**src/icu_pkg.sv**
```systemverilog
package icu_pkg;

	// register byte offsets on the APB bus
	localparam logic [7:0] CTRL0_OFF = 8'h00;
	localparam logic [7:0] CAPSEL0_OFF = 8'h04;
	localparam logic [7:0] VALLO0_OFF = 8'h08;
	localparam logic [7:0] VALHI0_OFF = 8'h0c;
	localparam logic [7:0] CTRL1_OFF = 8'h10;
	localparam logic [7:0] CAPSEL1_OFF = 8'h14;
	localparam logic [7:0] VALLO1_OFF = 8'h18;
	localparam logic [7:0] VALHI1_OFF = 8'h1c;
	localparam logic [7:0] TMRSEL_OFF = 8'h20;
	localparam logic [7:0] FLAG_OFF = 8'h24;

	// control register fields
	localparam int CTRL_EN_BIT = 7;
	localparam int CTRL_OD_BIT = 6;
	localparam int CTRL_MODE_LSB = 0;
	localparam int CTRL_MODE_W = 4;
	localparam logic [7:0] CTRL_RST = 8'h00;
	localparam logic [7:0] CAPSEL_RST = 8'h00;
	localparam logic [7:0] TMRSEL_RST = 8'h00;
	localparam logic [15:0] VAL_RST = 16'h0000;

	typedef enum logic [3:0] {
		ICU_MODE_OFF = 4'b0000,
		ICU_MODE_CMP = 4'b0001,
		ICU_MODE_BOTH = 4'b0011,
		ICU_MODE_FALL = 4'b0100,
		ICU_MODE_RISE = 4'b0101,
		ICU_MODE_RISE4 = 4'b0110,
		ICU_MODE_RISE16 = 4'b0111,
		ICU_MODE_PWM = 4'b1100
	} icu_mode_e;

	typedef enum logic [3:0] {
		ICU_SRC_PIN = 4'b0000,
		ICU_SRC_CMP1 = 4'b0001,
		ICU_SRC_CMP2 = 4'b0010,
		ICU_SRC_IOC = 4'b0011
	} icu_src_e;

	localparam logic [3:0] PRESCALE_4 = 4'h3;
	localparam logic [3:0] PRESCALE_16 = 4'hf;

endpackage

```
**src/icu_edge.sv**
```systemverilog
`timescale 1ns/1ps
module icu_edge (
	input wire logic pclk,
	input wire logic presetn,
	input wire logic sig_in,
	output logic rise,
	output logic fall
);
	logic sync1_ff;
	logic sync2_ff;
	logic prev_ff;

	always_ff @(posedge pclk or negedge presetn) begin
		if (!presetn) begin
			sync1_ff <= 1'b0;
			sync2_ff <= 1'b0;
			prev_ff <= 1'b0;
		end else begin
			sync1_ff <= sig_in;
			sync2_ff <= sync1_ff;
			prev_ff <= sync2_ff;
		end
	end

	assign rise = sync2_ff & ~prev_ff;
	assign fall = ~sync2_ff & prev_ff;
endmodule

```
**src/icu_top.sv**
```systemverilog
`timescale 1ns/1ps
// Contract
// each capture event copies the assigned 16-bit timer into the value register
// mode picks falling, rising, every 4th, every 16th rising, or both edges
// capture sets the event flag; only software clears it
// a new capture overwrites the stored value even if unread
// value is read as separate low and high bytes, not snapshotted
// software should disable the module or read twice for consistency
// 4-bit source field selects pin, comparators, pin-change, or logic cells 1-8
// a port write on a pin driven as output can cause a capture
// capture/compare use odd timers 1/3/5, pwm uses even timers 2/4/6
// each module has its own timer field in a shared selection register
// after reset both modules use timer 1 and timer 2
// modules may share one timer when in the same mode group
// software must run the capture timer synchronously
// in compare or pwm mode the pin driver may be open-drain
// software should make the capture pin an input before capturing
// each module has control, input select and low/high value registers
// edge prescaler clears on reset, module off, or non-capture mode only
// a mode change may raise a spurious flag; software clears it
// the selected input is synchronised and edge-detected for one strobe per edge
module icu_top (
	input wire logic pclk,
	input wire logic presetn,
	input wire logic psel,
	input wire logic penable,
	input wire logic pwrite,
	input wire logic [7:0] paddr,
	input wire logic [31:0] pwdata,
	output logic [31:0] prdata,
	output logic pready,
	output logic pslverr,
	input wire logic [1:0] capture_pin_route,
	input wire logic [1:0] pin_direction_bit,
	input wire logic [1:0] port_latch,
	input wire logic [1:0] comparator_output,
	input wire logic pin_change_event,
	input wire logic [7:0] logic_cell_output,
	input wire logic [15:0] odd_timer_one,
	input wire logic [15:0] odd_timer_three,
	input wire logic [15:0] odd_timer_five,
	input wire logic [1:0] out_level,
	output logic [1:0] pin_out,
	output logic [1:0] pin_oe,
	output logic [1:0] capture_event_flag,
	output logic [1:0] odd_timer_sel,
	output logic [1:0] even_timer_sel,
	output logic [3:0] even_timer_sel_raw
);
	logic [7:0] ctrl_ff [2];
	logic [7:0] capsel_ff [2];
	logic [15:0] value_ff [2];
	logic [3:0] presc_ff [2];
	logic [7:0] tmrsel_ff;
	logic [1:0] flag_ff;
	logic [31:0] prdata_ff;

	logic wr_en;
	logic rd_en;
	logic hit;
	logic [1:0] flag_clr;
	logic [1:0] cap_strobe;
	logic [1:0] pin_level;
	logic [1:0] src_level;
	logic [1:0] rise_w;
	logic [1:0] fall_w;
	logic [1:0] is_capture;
	logic [1:0] is_output;
	logic [1:0] presc_keep;
	logic [15:0] timer_pick [2];
	logic [3:0] nxt_presc [2];
	logic sel_ctrl0;
	logic sel_ctrl1;
	logic sel_capsel0;
	logic sel_capsel1;
	logic sel_vallo0;
	logic sel_valhi0;
	logic sel_vallo1;
	logic sel_valhi1;
	logic sel_tmrsel;
	logic sel_flag;
	logic [7:0] rd_byte;

	// timer select: 2 bits per module, 0 -> timer1 (cap/cmp) or timer2 (pwm)
	function automatic logic [15:0] pick_timer(input logic [1:0] sel, input logic [15:0] t1,
		input logic [15:0] t3, input logic [15:0] t5);
		logic [15:0] r;
		r = t1;
		if (sel == 2'd1) begin
			r = t3;
		end else if (sel == 2'd2) begin
			r = t5;
		end
		return r;
	endfunction

	function automatic logic mode_is_capture(input logic [7:0] ctrl);
		logic [3:0] m;
		m = ctrl[icu_pkg::CTRL_MODE_LSB +: icu_pkg::CTRL_MODE_W];
		return ctrl[icu_pkg::CTRL_EN_BIT] && (m == icu_pkg::ICU_MODE_BOTH ||
			m == icu_pkg::ICU_MODE_FALL || m == icu_pkg::ICU_MODE_RISE ||
			m == icu_pkg::ICU_MODE_RISE4 || m == icu_pkg::ICU_MODE_RISE16);
	endfunction

	// full 8-bit match, so unaligned or unmapped addresses select nothing
	function automatic logic addr_is(input logic [7:0] a, input logic [7:0] off);
		return a == off;
	endfunction

	assign wr_en = psel & penable & pwrite;
	assign rd_en = psel & ~penable & ~pwrite;
	assign pready = 1'b1;

	// one select per register, shared by the write enables and the read mux
	assign sel_ctrl0 = addr_is(paddr, icu_pkg::CTRL0_OFF);
	assign sel_ctrl1 = addr_is(paddr, icu_pkg::CTRL1_OFF);
	assign sel_capsel0 = addr_is(paddr, icu_pkg::CAPSEL0_OFF);
	assign sel_capsel1 = addr_is(paddr, icu_pkg::CAPSEL1_OFF);
	assign sel_vallo0 = addr_is(paddr, icu_pkg::VALLO0_OFF);
	assign sel_valhi0 = addr_is(paddr, icu_pkg::VALHI0_OFF);
	assign sel_vallo1 = addr_is(paddr, icu_pkg::VALLO1_OFF);
	assign sel_valhi1 = addr_is(paddr, icu_pkg::VALHI1_OFF);
	assign sel_tmrsel = addr_is(paddr, icu_pkg::TMRSEL_OFF);
	assign sel_flag = addr_is(paddr, icu_pkg::FLAG_OFF);
	assign hit = sel_ctrl0 | sel_ctrl1 | sel_capsel0 | sel_capsel1 | sel_vallo0 | sel_valhi0 |
		sel_vallo1 | sel_valhi1 | sel_tmrsel | sel_flag;
	assign pslverr = psel & penable & ~hit;
	assign prdata = prdata_ff;
	// write one to clear
	assign flag_clr = (wr_en && sel_flag) ? pwdata[1:0] : 2'b00;

	assign odd_timer_sel = {tmrsel_ff[2] | tmrsel_ff[3], tmrsel_ff[0] | tmrsel_ff[1]};
	assign even_timer_sel_raw = tmrsel_ff[3:0];
	assign even_timer_sel = {ctrl_ff[1][3:2] == 2'b11, ctrl_ff[0][3:2] == 2'b11};
	assign capture_event_flag = flag_ff;

	genvar g;
	generate
		for (g = 0; g < 2; g++) begin : g_mod
			assign is_capture[g] = mode_is_capture(ctrl_ff[g]);
			assign is_output[g] = ctrl_ff[g][icu_pkg::CTRL_EN_BIT] & ~is_capture[g];
			// pin level as seen from the pad: port latch when driven as output
			assign pin_level[g] = pin_direction_bit[g] ? capture_pin_route[g] : port_latch[g];
			always_comb begin
				src_level[g] = 1'b0;
				case (capsel_ff[g][3:0])
					icu_pkg::ICU_SRC_PIN: src_level[g] = pin_level[g];
					icu_pkg::ICU_SRC_CMP1: src_level[g] = comparator_output[0];
					icu_pkg::ICU_SRC_CMP2: src_level[g] = comparator_output[1];
					icu_pkg::ICU_SRC_IOC: src_level[g] = pin_change_event;
					default: src_level[g] = capsel_ff[g][3] ? logic_cell_output[capsel_ff[g][2:0]] : 1'b0;
				endcase
			end
			icu_edge u_edge (
				.pclk(pclk),
				.presetn(presetn),
				.sig_in(src_level[g]),
				.rise(rise_w[g]),
				.fall(fall_w[g])
			);
			assign timer_pick[g] = pick_timer(tmrsel_ff[2*g +: 2], odd_timer_one,
				odd_timer_three, odd_timer_five);
			assign presc_keep[g] = is_capture[g];
			always_comb begin
				nxt_presc[g] = presc_ff[g];
				cap_strobe[g] = 1'b0;
				case (ctrl_ff[g][3:0])
					icu_pkg::ICU_MODE_FALL: cap_strobe[g] = fall_w[g];
					icu_pkg::ICU_MODE_RISE: cap_strobe[g] = rise_w[g];
					icu_pkg::ICU_MODE_BOTH: cap_strobe[g] = rise_w[g] | fall_w[g];
					icu_pkg::ICU_MODE_RISE4: begin
						if (rise_w[g]) begin
							cap_strobe[g] = (presc_ff[g][1:0] == icu_pkg::PRESCALE_4[1:0]);
							nxt_presc[g] = presc_ff[g] + 4'd1;
						end
					end
					icu_pkg::ICU_MODE_RISE16: begin
						if (rise_w[g]) begin
							cap_strobe[g] = (presc_ff[g] == icu_pkg::PRESCALE_16);
							nxt_presc[g] = presc_ff[g] + 4'd1;
						end
					end
					default: cap_strobe[g] = 1'b0;
				endcase
				if (!presc_keep[g]) begin
					cap_strobe[g] = 1'b0;
					nxt_presc[g] = 4'd0;
				end
			end
			// open-drain: drive only low when selected
			assign pin_oe[g] = is_output[g] &
				(~ctrl_ff[g][icu_pkg::CTRL_OD_BIT] | ~out_level[g]);
			assign pin_out[g] = ctrl_ff[g][icu_pkg::CTRL_OD_BIT] ? 1'b0 : out_level[g];

			always_ff @(posedge pclk or negedge presetn) begin
				if (!presetn) begin
					presc_ff[g] <= 4'd0;
					value_ff[g] <= icu_pkg::VAL_RST;
				end else begin
					presc_ff[g] <= nxt_presc[g];
					if (cap_strobe[g]) begin
						value_ff[g] <= timer_pick[g];
					end
				end
			end
		end
	endgenerate

	// register writes, one short process per register; value bytes are read-only
	always_ff @(posedge pclk or negedge presetn) begin
		if (!presetn) begin
			ctrl_ff[0] <= icu_pkg::CTRL_RST;
		end else if (wr_en && sel_ctrl0) begin
			ctrl_ff[0] <= pwdata[7:0];
		end
	end

	always_ff @(posedge pclk or negedge presetn) begin
		if (!presetn) begin
			ctrl_ff[1] <= icu_pkg::CTRL_RST;
		end else if (wr_en && sel_ctrl1) begin
			ctrl_ff[1] <= pwdata[7:0];
		end
	end

	always_ff @(posedge pclk or negedge presetn) begin
		if (!presetn) begin
			capsel_ff[0] <= icu_pkg::CAPSEL_RST;
		end else if (wr_en && sel_capsel0) begin
			capsel_ff[0] <= pwdata[7:0];
		end
	end

	always_ff @(posedge pclk or negedge presetn) begin
		if (!presetn) begin
			capsel_ff[1] <= icu_pkg::CAPSEL_RST;
		end else if (wr_en && sel_capsel1) begin
			capsel_ff[1] <= pwdata[7:0];
		end
	end

	// both modules' timer fields live in one shared register
	always_ff @(posedge pclk or negedge presetn) begin
		if (!presetn) begin
			tmrsel_ff <= icu_pkg::TMRSEL_RST;
		end else if (wr_en && sel_tmrsel) begin
			tmrsel_ff <= pwdata[7:0];
		end
	end

	// set wins over clear
	always_ff @(posedge pclk or negedge presetn) begin
		if (!presetn) begin
			flag_ff <= 2'b00;
		end else begin
			flag_ff <= (flag_ff & ~flag_clr) | cap_strobe;
		end
	end

	// read byte picked from the decoded address; value bytes are read live, no snapshot
	always_comb begin
		rd_byte = 8'h00;
		if (sel_ctrl0) begin
			rd_byte = ctrl_ff[0];
		end else if (sel_ctrl1) begin
			rd_byte = ctrl_ff[1];
		end else if (sel_capsel0) begin
			rd_byte = capsel_ff[0];
		end else if (sel_capsel1) begin
			rd_byte = capsel_ff[1];
		end else if (sel_vallo0) begin
			rd_byte = value_ff[0][7:0];
		end else if (sel_valhi0) begin
			rd_byte = value_ff[0][15:8];
		end else if (sel_vallo1) begin
			rd_byte = value_ff[1][7:0];
		end else if (sel_valhi1) begin
			rd_byte = value_ff[1][15:8];
		end else if (sel_tmrsel) begin
			rd_byte = tmrsel_ff;
		end else if (sel_flag) begin
			rd_byte = {6'h00, flag_ff};
		end
	end

	// read data latched in the setup phase and held through the access phase
	always_ff @(posedge pclk or negedge presetn) begin
		if (!presetn) begin
			prdata_ff <= 32'h0000_0000;
		end else if (rd_en) begin
			prdata_ff <= {24'h00_0000, rd_byte};
		end
	end
endmodule

```
**config.mk**
```make
export PLATFORM = sky130hd
export DESIGN_NAME = icu_top
export DESIGN_NICKNAME = d
export VERILOG_FILES = /design/src/icu_pkg.sv /design/src/icu_edge.sv /design/src/icu_top.sv
export SDC_FILE = /design/constraint.sdc
export NUM_CORES = 1
export LEC_CHECK = 0
export BUFFER_PORTS_ARGS = -buffer_cell sky130_fd_sc_hd__buf_4
export CAP_MARGIN = 30
export CORE_ASPECT_RATIO = 0.7
export CORE_MARGIN = 8
export CORE_UTILIZATION = 30
export DETAILED_ROUTE_END_ITERATION = 8
export PLACE_DENSITY = 0.6
export SLEW_MARGIN = 40
export SYNTH_ARGS = -nofsm -noshare
export SYNTH_HDL_FRONTEND = slang
export SYNTH_SLANG_ARGS = --single-unit
export TNS_END_PERCENT = 50
```
**constraint.sdc**
```tcl
create_clock -name pclk -period 2.1 [get_ports pclk]
set_input_delay 0.105 -clock pclk [delete_from_list [all_inputs] [get_ports pclk]]
set_output_delay 0.105 -clock pclk [all_outputs]
set_load 0.05 [all_outputs]
```
## After elaboration in Yosys (flattened, before gate mapping)

Cells that the tools add are included.

| storage, ports and cells | value |
|---|---|
| logic and storage cells | 168 |
| output and inout port bits | 48 |
| flip-flop bits (word level) | 96 |
| input port bits | 112 |

| operators by class | value |
|---|---|
| bitwise logic cells | 44 |
| multiplexer cells | 41 |
| reduce and logical (&&, ||, !) cells | 23 |
| $lt $le $gt $ge | 2 |
| add/subtract/negate cells | 2 |
| eq/ne operators | 39 |

Operators with widths:

| operator | number |
|---|---|
| 8-bit two-way mux | 9 |
| 16-bit two-way mux | 4 |
| 4-bit by 3-bit == test with 1-bit output, second input constant | 8 |
| 8-bit by 5-bit == test with 1-bit output, second input constant | 4 |
| 4-bit by 2-bit == test with 1-bit output, second input constant | 6 |
| 4-bit two-way mux | 6 |
| 8-bit by 4-bit == test with 1-bit output, second input constant | 2 |
| 8-bit by 6-bit == test with 1-bit output, second input constant | 2 |
| 1-bit OR | 15 |
| 1-bit two-way mux | 14 |
| 1-bit AND | 13 |
| 1-bit inverter | 13 |
| 2-bit == test, second input constant | 6 |
| 1-bit case mux with 5 select lines | 2 |
| 4-bit by 1-bit adder with 4-bit output, second input constant | 2 |
| 4-bit by 1-bit == test with 1-bit output, second input constant | 2 |
| 4-bit == test, second input constant | 2 |
| 8-bit by 3-bit == test with 1-bit output, second input constant | 1 |
| 1-bit logical AND | 8 |
| 4-bit zero test | 2 |
| 8-bit zero test | 1 |
| 1-bit logical OR | 8 |
| 3-bit by 4-bit < comparator with 1-bit output, second input constant | 2 |
| 1-bit case mux with 4 select lines | 2 |
| other kinds (10) | 17 |

## Logic depth before layout (Yosys ltp)

Gate-level depths: netlist of the first run.

| depth | value |
|---|---|
| word-level depth | 12 |
| depth in mapped cells | 9 |
| depth with buffers taken out | 6 |

## Modules after synthesis

Synthesis of the first run repeated with hierarchy kept, for this count alone.

| unflattened totals | value |
|---|---|
| cells, all modules | 630 |
| area total of the unflattened synthesis | 6353.6 µm² |

Modules (own cells, without submodules):

| module | times used | area an instance (µm²) | cells each | sequential area each (µm²) |
|---|---|---|---|---|
| icu_top | 1 | 6173.4 | 620 | 2252.2 |
| icu_edge | 2 | 90.1 | 5 | 75.1 |

## Worst setup path before layout of the first run

OpenSTA, ideal clock, no wires.

| timing | value |
|---|---|
| kind | flip-flop to flip-flop |
| start | register presc_ff[4] (netlist name) |
| end | register value_ff[16] (netlist name) |
| cell stages (with the launch flop) | 8 |
| arrival time | 1.984 ns |
| period minus slack after synthesis | 2.109 ns |
| setup time | 0.125 ns |
| slack | -0.009 ns |
| path through | dfrtp_1 > ha_1 > and4b_1 > o311ai_0 > a31o_2 > buf_2 > buf_2 > mux2_2 |

| on the way | value |
|---|---|
| word-level cells in the longest chain between the ends | 4 |

RTL lines:

| what | RTL line | text |
|---|---|---|
| start, declared | icu_top.sv:53 | `logic [3:0] presc_ff [2];` |
| start signal, assigned by index | icu_top.sv:200 | `presc_ff[g] <= nxt_presc[g];` |
| 4-bit == test / 2-bit == test (equally long branches) | icu_top.sv:179, icu_top.sv:173 |  |
| 1-bit two-way mux (on tied branches) | icu_top.sv:178, icu_top.sv:172 |  |
| 1-bit case mux with 5 select lines * | icu_top.sv:167 | `case (ctrl_ff[g][3:0])` |
| 1-bit two-way mux * | icu_top.sv:185 | `if (!presc_keep[g]) begin` |
| end signal, assigned by index | icu_top.sv:198 | `value_ff[g] <= icu_pkg::VAL_RST;` |
| end signal, assigned by index | icu_top.sv:202 | `value_ff[g] <= timer_pick[g];` |
| end, declared | icu_top.sv:52 | `logic [15:0] value_ff [2];` |

Mark *: on every way between the ends. The rest lies on a longest branch, timed or not.
A chain may end at the register's enable or synchronous reset.

## Worst setup path after layout of the first run

| timing | value |
|---|---|
| start | register presc_ff[4] (netlist name) |
| end | register value_ff[26] (netlist name) |

Same word-level chain as after synthesis.

==> results of run 1 <==
## per-layer routing
metal / global-route usage / part of all wire / up-vias
li1: - / - / 2468
met1: 0.196 / 0.48 / 2433
met2: 0.220 / 0.47 / 96
met3: 0.0334 / 0.045 / 10
met4: 0.0255 / 0.0074 / 0
met5: 0 / 0 / -
## where the power goes
group | leakage [uW] | total [uW] | internal, uW | switching (uW)
clock network | 0.000151 | 1730 | 1040 | 690
registers | 0.00121 | 1950 | 1910 | 45.8
logic | 0.00218 | 825 | 331 | 494
## cells by family after synthesis
| logic type | count (synthesis) | share of synthesized area |
|---|---|---|
| fa+ha+maj | 6 | 0.0119 |
| flops | 96 | 0.380 |
| xor+xnor | 6 | 0.00832 |
| mux | 119 | 0.219 |
| compound gates | 153 | 0.162 |
| buf+inv | 89 | 0.0743 |
| other cells | 2 | 0.00119 |
| simple gates | 152 | 0.143 |
## metrics by stage
stage,power (uW),setup WS [ps],hold WS (ps),std cells,area [sq um]
3_3_place_gp,2800,67.4,134,993,7500
6_report,4510,121,27.4,1010,7820
2_1_floorplan,2480,30.8,-191,646,6410
5_1_grt,4700,23.9,29.7,1010,7820
3_5_place_dp,2810,60.1,137,993,7500
4_1_cts,4550,42.0,19.2,1010,7820
## registers in the layout, summed over array words and instances (netlist names)
name	count
g_mod.u_edge.sync1_ff	2
value_ff	32
g_mod.u_edge.sync2_ff	2
ctrl_ff	16
g_mod.u_edge.prev_ff	2
tmrsel_ff	8
prdata	8
presc_ff	8
capture_event_flag	2
capsel_ff	16
## area by class of cell
class	count	area, sq um
Clock buffer	12	236
Clock inverter	4	70.1
Fill cell	2124	12900
Inverter	20	75.1
Multi-Input combinational cell	461	3540
Sequential cell	96	2400
Tap cell	276	345
Timing Repair Buffer	141	1150
## synthesized netlist by cell type, types with 3 or more instances
master,n,share of area
or3b_2,4,0.0055
inv_1,20,0.012
a221o_1,6,0.0095
dfrtp_1,96,0.38
a21oi_1,40,0.032
buf_1,7,0.0042
nor4_1,6,0.0059
o22ai_1,6,0.0059
o21ai_0,33,0.026
buf_2,6,0.0048
or2_2,5,0.0050
and4b_1,3,0.0048
nand3_1,4,0.0032
and2_1,5,0.0050
buf_4,30,0.036
mux2_2,62,0.11
xor2_1,4,0.0055
a41oi_1,6,0.0083
nand4_1,3,0.0030
o31ai_1,4,0.0048
nor2b_1,33,0.033
nand2b_1,7,0.0069
a2111oi_0,6,0.0083
nand2_1,37,0.022
a221oi_1,3,0.0042
and3b_1,8,0.011
ha_1,6,0.012
mux4_2,6,0.021
mux2i_1,43,0.068
nor2_1,15,0.0089
clkbuf_1,24,0.014
a22o_1,4,0.0055
nor3b_1,4,0.0048
mux2_4,8,0.019
nor3_1,8,0.0063
o211ai_1,4,0.0048
a211oi_1,26,0.031
## worst reg2reg max path, stage by stage (launching register included)
cell and delay [ps]:
dfrtp_1 410, ha_1 250, and4b_1 200, o311ai_1 270, a31o_2 220, buf_12 160
mux2_2 360
## what timing repair did
action | CTS | global route
endpoints found under the setup margin | 0 | 16
resized for setup | 0 | 1
hold buffers | 1 | 0
endpoints found under the hold margin | 96 | 0
## final timing paths
kind	start	slack, ps	cells after the start	to
max in group asynchronous	presetn	1340	3	tmrsel_ff[0]
worst min register to register	g_mod[1].u_edge.sync1_ff	350	0	g_mod[1].u_edge.sync2_ff
worst max-delay path	presc_ff[4]	120	6	value_ff[26]
min in group asynchronous	presetn	290	3	capsel_ff[8]
worst min-delay path	pwdata[5]	30	3	tmrsel_ff[5]
worst max register to register	presc_ff[4]	120	6	value_ff[26]
==> impl_metrics.json, run 1 <==
{
  "status": "complete, no violations",
  "min_path_type": "input port to flip-flop",
  "portBuffers": 110,
  "crit_buf_inv": 1,
  "report.final.slew_viol_count": 0,
  "gp_congestion": 0.839,
  "crit_family": "compound AO/OA/AOI/OAI gates",
  "period_needed_ps": 1980,
  "synthCells": 623,
  "yosys_warnings": 0,
  "ios": 160,
  "num_rows": 44,
  "numCtsBuffers": 9,
  "cts_tree": "built",
  "layout_commonest_cell": "buf_4",
  "final_layout_size_suffix_gt1_frac": 0.342,
  "die_area_sq_um": 26000,
  "cp_max_fo": 17,
  "clk_path_buf_depth": 2,
  "cp_slowest_stage_delay_ps": 410,
  "track_usage": 0.140,
  "fin_util": 0.378,
  "antenna_left": 0,
  "most-common-layout-cells": "133 x buf_4, 94 x dfrtp_1, 62 x mux2_2",
  "worstSetupPathType": "flip-flop to flip-flop",
  "drt_pass1_iterations": 5,
  "final.setup.tns_ps": 0,
  "fin_crit_sh": 0.942,
  "ys_ff_latch": 96,
  "antenna_found_initial": 0,
  "htree_levels": 3,
  "end_kind": "flip-flop",
  "fin_skew_ps": 10.0,
  "cts_sinks": 96,
  "nNetsFinal": 847,
  "root_buffer": "clkbuf_16",
  "drt-total-wl_um": 18300,
  "power_density_nw_per_um2": 577,
  "chipWidth_um": 189,
  "hold_violations": 0,
  "vias": 5007,
  "cp_cell_sequence": "ha_1 -> and4b_1 -> o311ai_1 -> a31o_2 -> buf_12 -> mux2_2",
  "antenna_cells": 0,
  "grt_pass1_wl_um": 28400,
  "cap_violations": 0,
  "ys.flop_type": "dfrtp_1",
  "clk_latency_ps": 350,
  "synth-edff-count": 0,
  "drtIter0Drc": 272,
  "maxSlewHeadroom": 0.583,
  "dp_hpwl_um": 14200,
  "yosysSeqAreaShare": 0.380,
  "startpoint_type": "flip-flop",
  "cts_setup_buffers": 0,
  "grt-ovfl-total": 0,
  "setup_viol": 0,
  "tightest_slew_ps": 609,
  "ir_drop_mv": 0.329,
  "remaining_drc_errors": 0,
  "grt_pass1_vias": 4862,
  "area_delta_synth_final_pct": 23.7,
  "viasPerCell": 4.96,
  "fmax_ghz": 0.505,
  "ys_types": 59,
  "crit_arrival_ps": 2210,
  "leakage_uw": 0.00354,
  "synthesis.area_sq_um": 6320,
  "initial_core_util": 0.305,
  "die_h_um": 137,
  "core-area_sq_um": 20700,
  "grt_max_degree": 58,
  "async_flop_share": 1.00,
  "wl_per_cell_um": 18.1,
  "cp_slowest_cell": "dfrtp_1",
  "clkTransAtPathRegs_ps": 60,
  "avgSynthCellArea_sq_um": 10.1,
  "rsz0062_at_grt": "false",
  "cp.required_ps": 2330
}
Note: power is estimated with default switching activity, not from simulation.
==> run 2: changes to the inputs <==
--- a/config.mk
+++ b/config.mk
@@ -15,5 +15,6 @@
 export SLEW_MARGIN = 40
 export SYNTH_ARGS = -nofsm -noshare
 export SYNTH_HDL_FRONTEND = slang
+export SYNTH_HIERARCHICAL = 1
 export SYNTH_SLANG_ARGS = --single-unit
 export TNS_END_PERCENT = 50
==> run 2 against run 1 <==
First-iteration DRC count is 31% higher. Clock-buffer cell count stayed put. Clock power shrank 5%. Synthesized cell count rose by 1.1%. Worst hold slack improved by 25 ps. Via count increased by 3.5%. Clock skew barely moved. Sequential power is 2% higher. Non-clock buffer count is 17 higher. Register-to-register slack about the same. Worst setup slack better by 7.9 ps. Core utilization increased by 0.62 points. Largest cell class unchanged. Highest routed layer unchanged.
==> impl_metrics.json, run 2 <==
{
  "report.final.slew_viol_count": 0,
  "crit_family": "simple AND/OR/NAND/NOR gates",
  "async_flop_share": 1.00,
  "num_rows": 44,
  "area_delta_synth_final_pct": 25.4,
  "crit_arrival_ps": 2200,
  "antenna_left": 0,
  "cp_slowest_stage_delay_ps": 410,
  "ys_types": 55,
  "yosys_warnings": 6,
  "gp_congestion": 0.944,
  "cp_max_fo": 17,
  "portBuffers": 110,
  "end_kind": "flip-flop",
  "synth-edff-count": 0,
  "cp_cell_sequence": "nor2b_1 -> and4b_1 -> nand2_1 -> a21oi_1 -> o311ai_4 -> buf_12 -> mux2_2",
  "fin_crit_sh": 0.938,
  "r2r_start": "g_mod[0].u_edge/sync2_ff",
  "synth_common_cells": "96 x dfrtp_1, 70 x mux2_2, 56 x a21oi_1",
  "grt_pass1_vias": 5083,
  "cap_violations": 0,
  "core-area_sq_um": 20800,
  "root_buffer": "clkbuf_16",
  "startpoint_type": "flip-flop",
  "dp_cells": 1012,
  "yosysSeqAreaShare": 0.378,
  "avgSynthCellArea_sq_um": 10.1,
  "period_needed_ps": 1970,
  "grt_pass1_wl_um": 28900,
  "most-common-layout-cells": "149 x buf_4, 94 x dfrtp_1, 70 x mux2_2",
  "leakage_uw": 0.00346,
  "ys.flop_type": "dfrtp_1",
  "nNetsFinal": 862,
  "cts_tree": "built",
  "holdPathStages": 2,
  "vias": 5180,
  "synthesis.area_sq_um": 6350,
  "cts_setup_buffers": 0,
  "viasPerCell": 5.03,
  "antenna_found_initial": 0,
  "initial_core_util": 0.306,
  "holdPathEnd": "capsel_ff[5]",
  "grt-ovfl-total": 0,
  "dp_hpwl_um": 14900,
  "hold_ws_ps": 52.1,
  "largest_register_ffs": 32,
  "status": "complete, no violations",
  "numCtsBuffers": 9,
  "drt-total-wl_um": 18800,
  "cp.required_ps": 2320,
  "clkTransAtPathRegs_ps": 70,
  "wl_per_cell_um": 18.3,
  "reg2reg_to": "value_ff[18]",
  "rsz0062_at_grt": "false",
  "regMostFlops": "value_ff",
  "power_density_nw_per_um2": 569,
  "yosys.area.top_type_share": 0.378,
  "antenna_cells": 0,
  "stdcell_count": 1029,
  "clk_path_buf_depth": 2,
  "post-synth-top-count-cell": "dfrtp_1",
  "drtIter0Drc": 355,
  "top_regs": "value_ff: 32 flops, capsel_ff: 16 flops, ctrl_ff: 16 flops",
  "crit_buf_inv": 1,
  "r2r_cells": 7,
  "htree_levels": 3,
  "track_usage": 0.140,
  "ys_ff_latch": 96,
  "fin_skew_ps": 9.74,
  "die_area_sq_um": 26200,
  "drt_pass1_iterations": 6,
  "fmax_ghz": 0.507,
  "fin_util": 0.384,
  "clk_latency_ps": 340,
  "yosys.area.top_type": "dfrtp_1",
  "synth.area.top_cells": "dfrtp_1 38%, mux2_2 12%, mux2i_1 5.5%",
  "die_h_um": 138,
  "synthCells": 630,
  "path_depth": 7,
  "hold_violations": 0,
  "power.total_uw": 4540,
  "hp-start": "pwdata[5]",
  "cp_slowest_cell": "dfrtp_1",
  "ios": 160,
  "final_layout_size_suffix_gt1_frac": 0.367,
  "cts_sinks": 96,
  "ir_drop_mv": 0.418,
  "layout_commonest_cell": "buf_4",
  "setup_viol": 0,
  "remaining_drc_errors": 0,
  "worstSetupPathType": "flip-flop to flip-flop",
  "min_path_type": "input port to flip-flop",
  "chipWidth_um": 190,
  "grt_max_degree": 40,
  "ff2ff_setup_slack_ps": 130
}
run 2: worst max path at each step:
stage | from | end | slack (ps)
after floorplan | g_mod[0].u_edge/sync2_ff | value_ff[16] | -40
after global placement | paddr[1] | prdata[5] | 50
after detailed placement | paddr[1] | prdata[7] | 20
after CTS | g_mod[0].u_edge/sync2_ff | value_ff[18] | 120
after global routing | g_mod[0].u_edge/sync2_ff | value_ff[17] | 6
final | g_mod[0].u_edge/sync2_ff | value_ff[18] | 130
run 2: cells by family after synthesis:
family,after synthesis,share of synthesized area
simple gates,174,0.158
other cells,2,0.00118
mux,119,0.219
xor+xnor,6,0.00827
compound gates,155,0.164
buf+inv,76,0.0670
fa+ha+maj,2,0.00394
flops,96,0.378
run 2: final cells by class:
type	count	area [sq um]
timing repair buffer	158	1290
multi-input combinational	481	3620
fill	2069	12800
tap	276	345
sequential	96	2400
clock buffer	12	246
clock inverter	4	52.6
inverter	2	7.51
run 2: what timing repair did:
action,in CTS,in global routing
hold buffers,1,0
gates resized for setup,0,0
hold endpoints to repair,34,0
run 2: metrics by stage:
stage / worst slack, ps / instance area, sq um / TNS [ps]
finish: 129 / 7970 / 0
global route: 6.42 / 7970 / 0
CTS: 115 / 7970 / 0
global placement: 47.8 / 7660 / 0
floorplan: -43.1 / 6450 / -388
detailed placement: 15.7 / 7660 / 0
run 2: power breakdown:
group,total (uW),leakage [uW],internal (uW),switching [uW]
logic,895,0.00209,354,541
clock network,1650,0.000147,961,692
registers,1990,0.00122,1930,61.4
run 2: metal layers:
layer,part of all wire,GRT usage
met3,0.075,0.0379
met5,0,0
met1,0.51,0.209
met2,0.41,0.201
met4,0.0058,0.0195
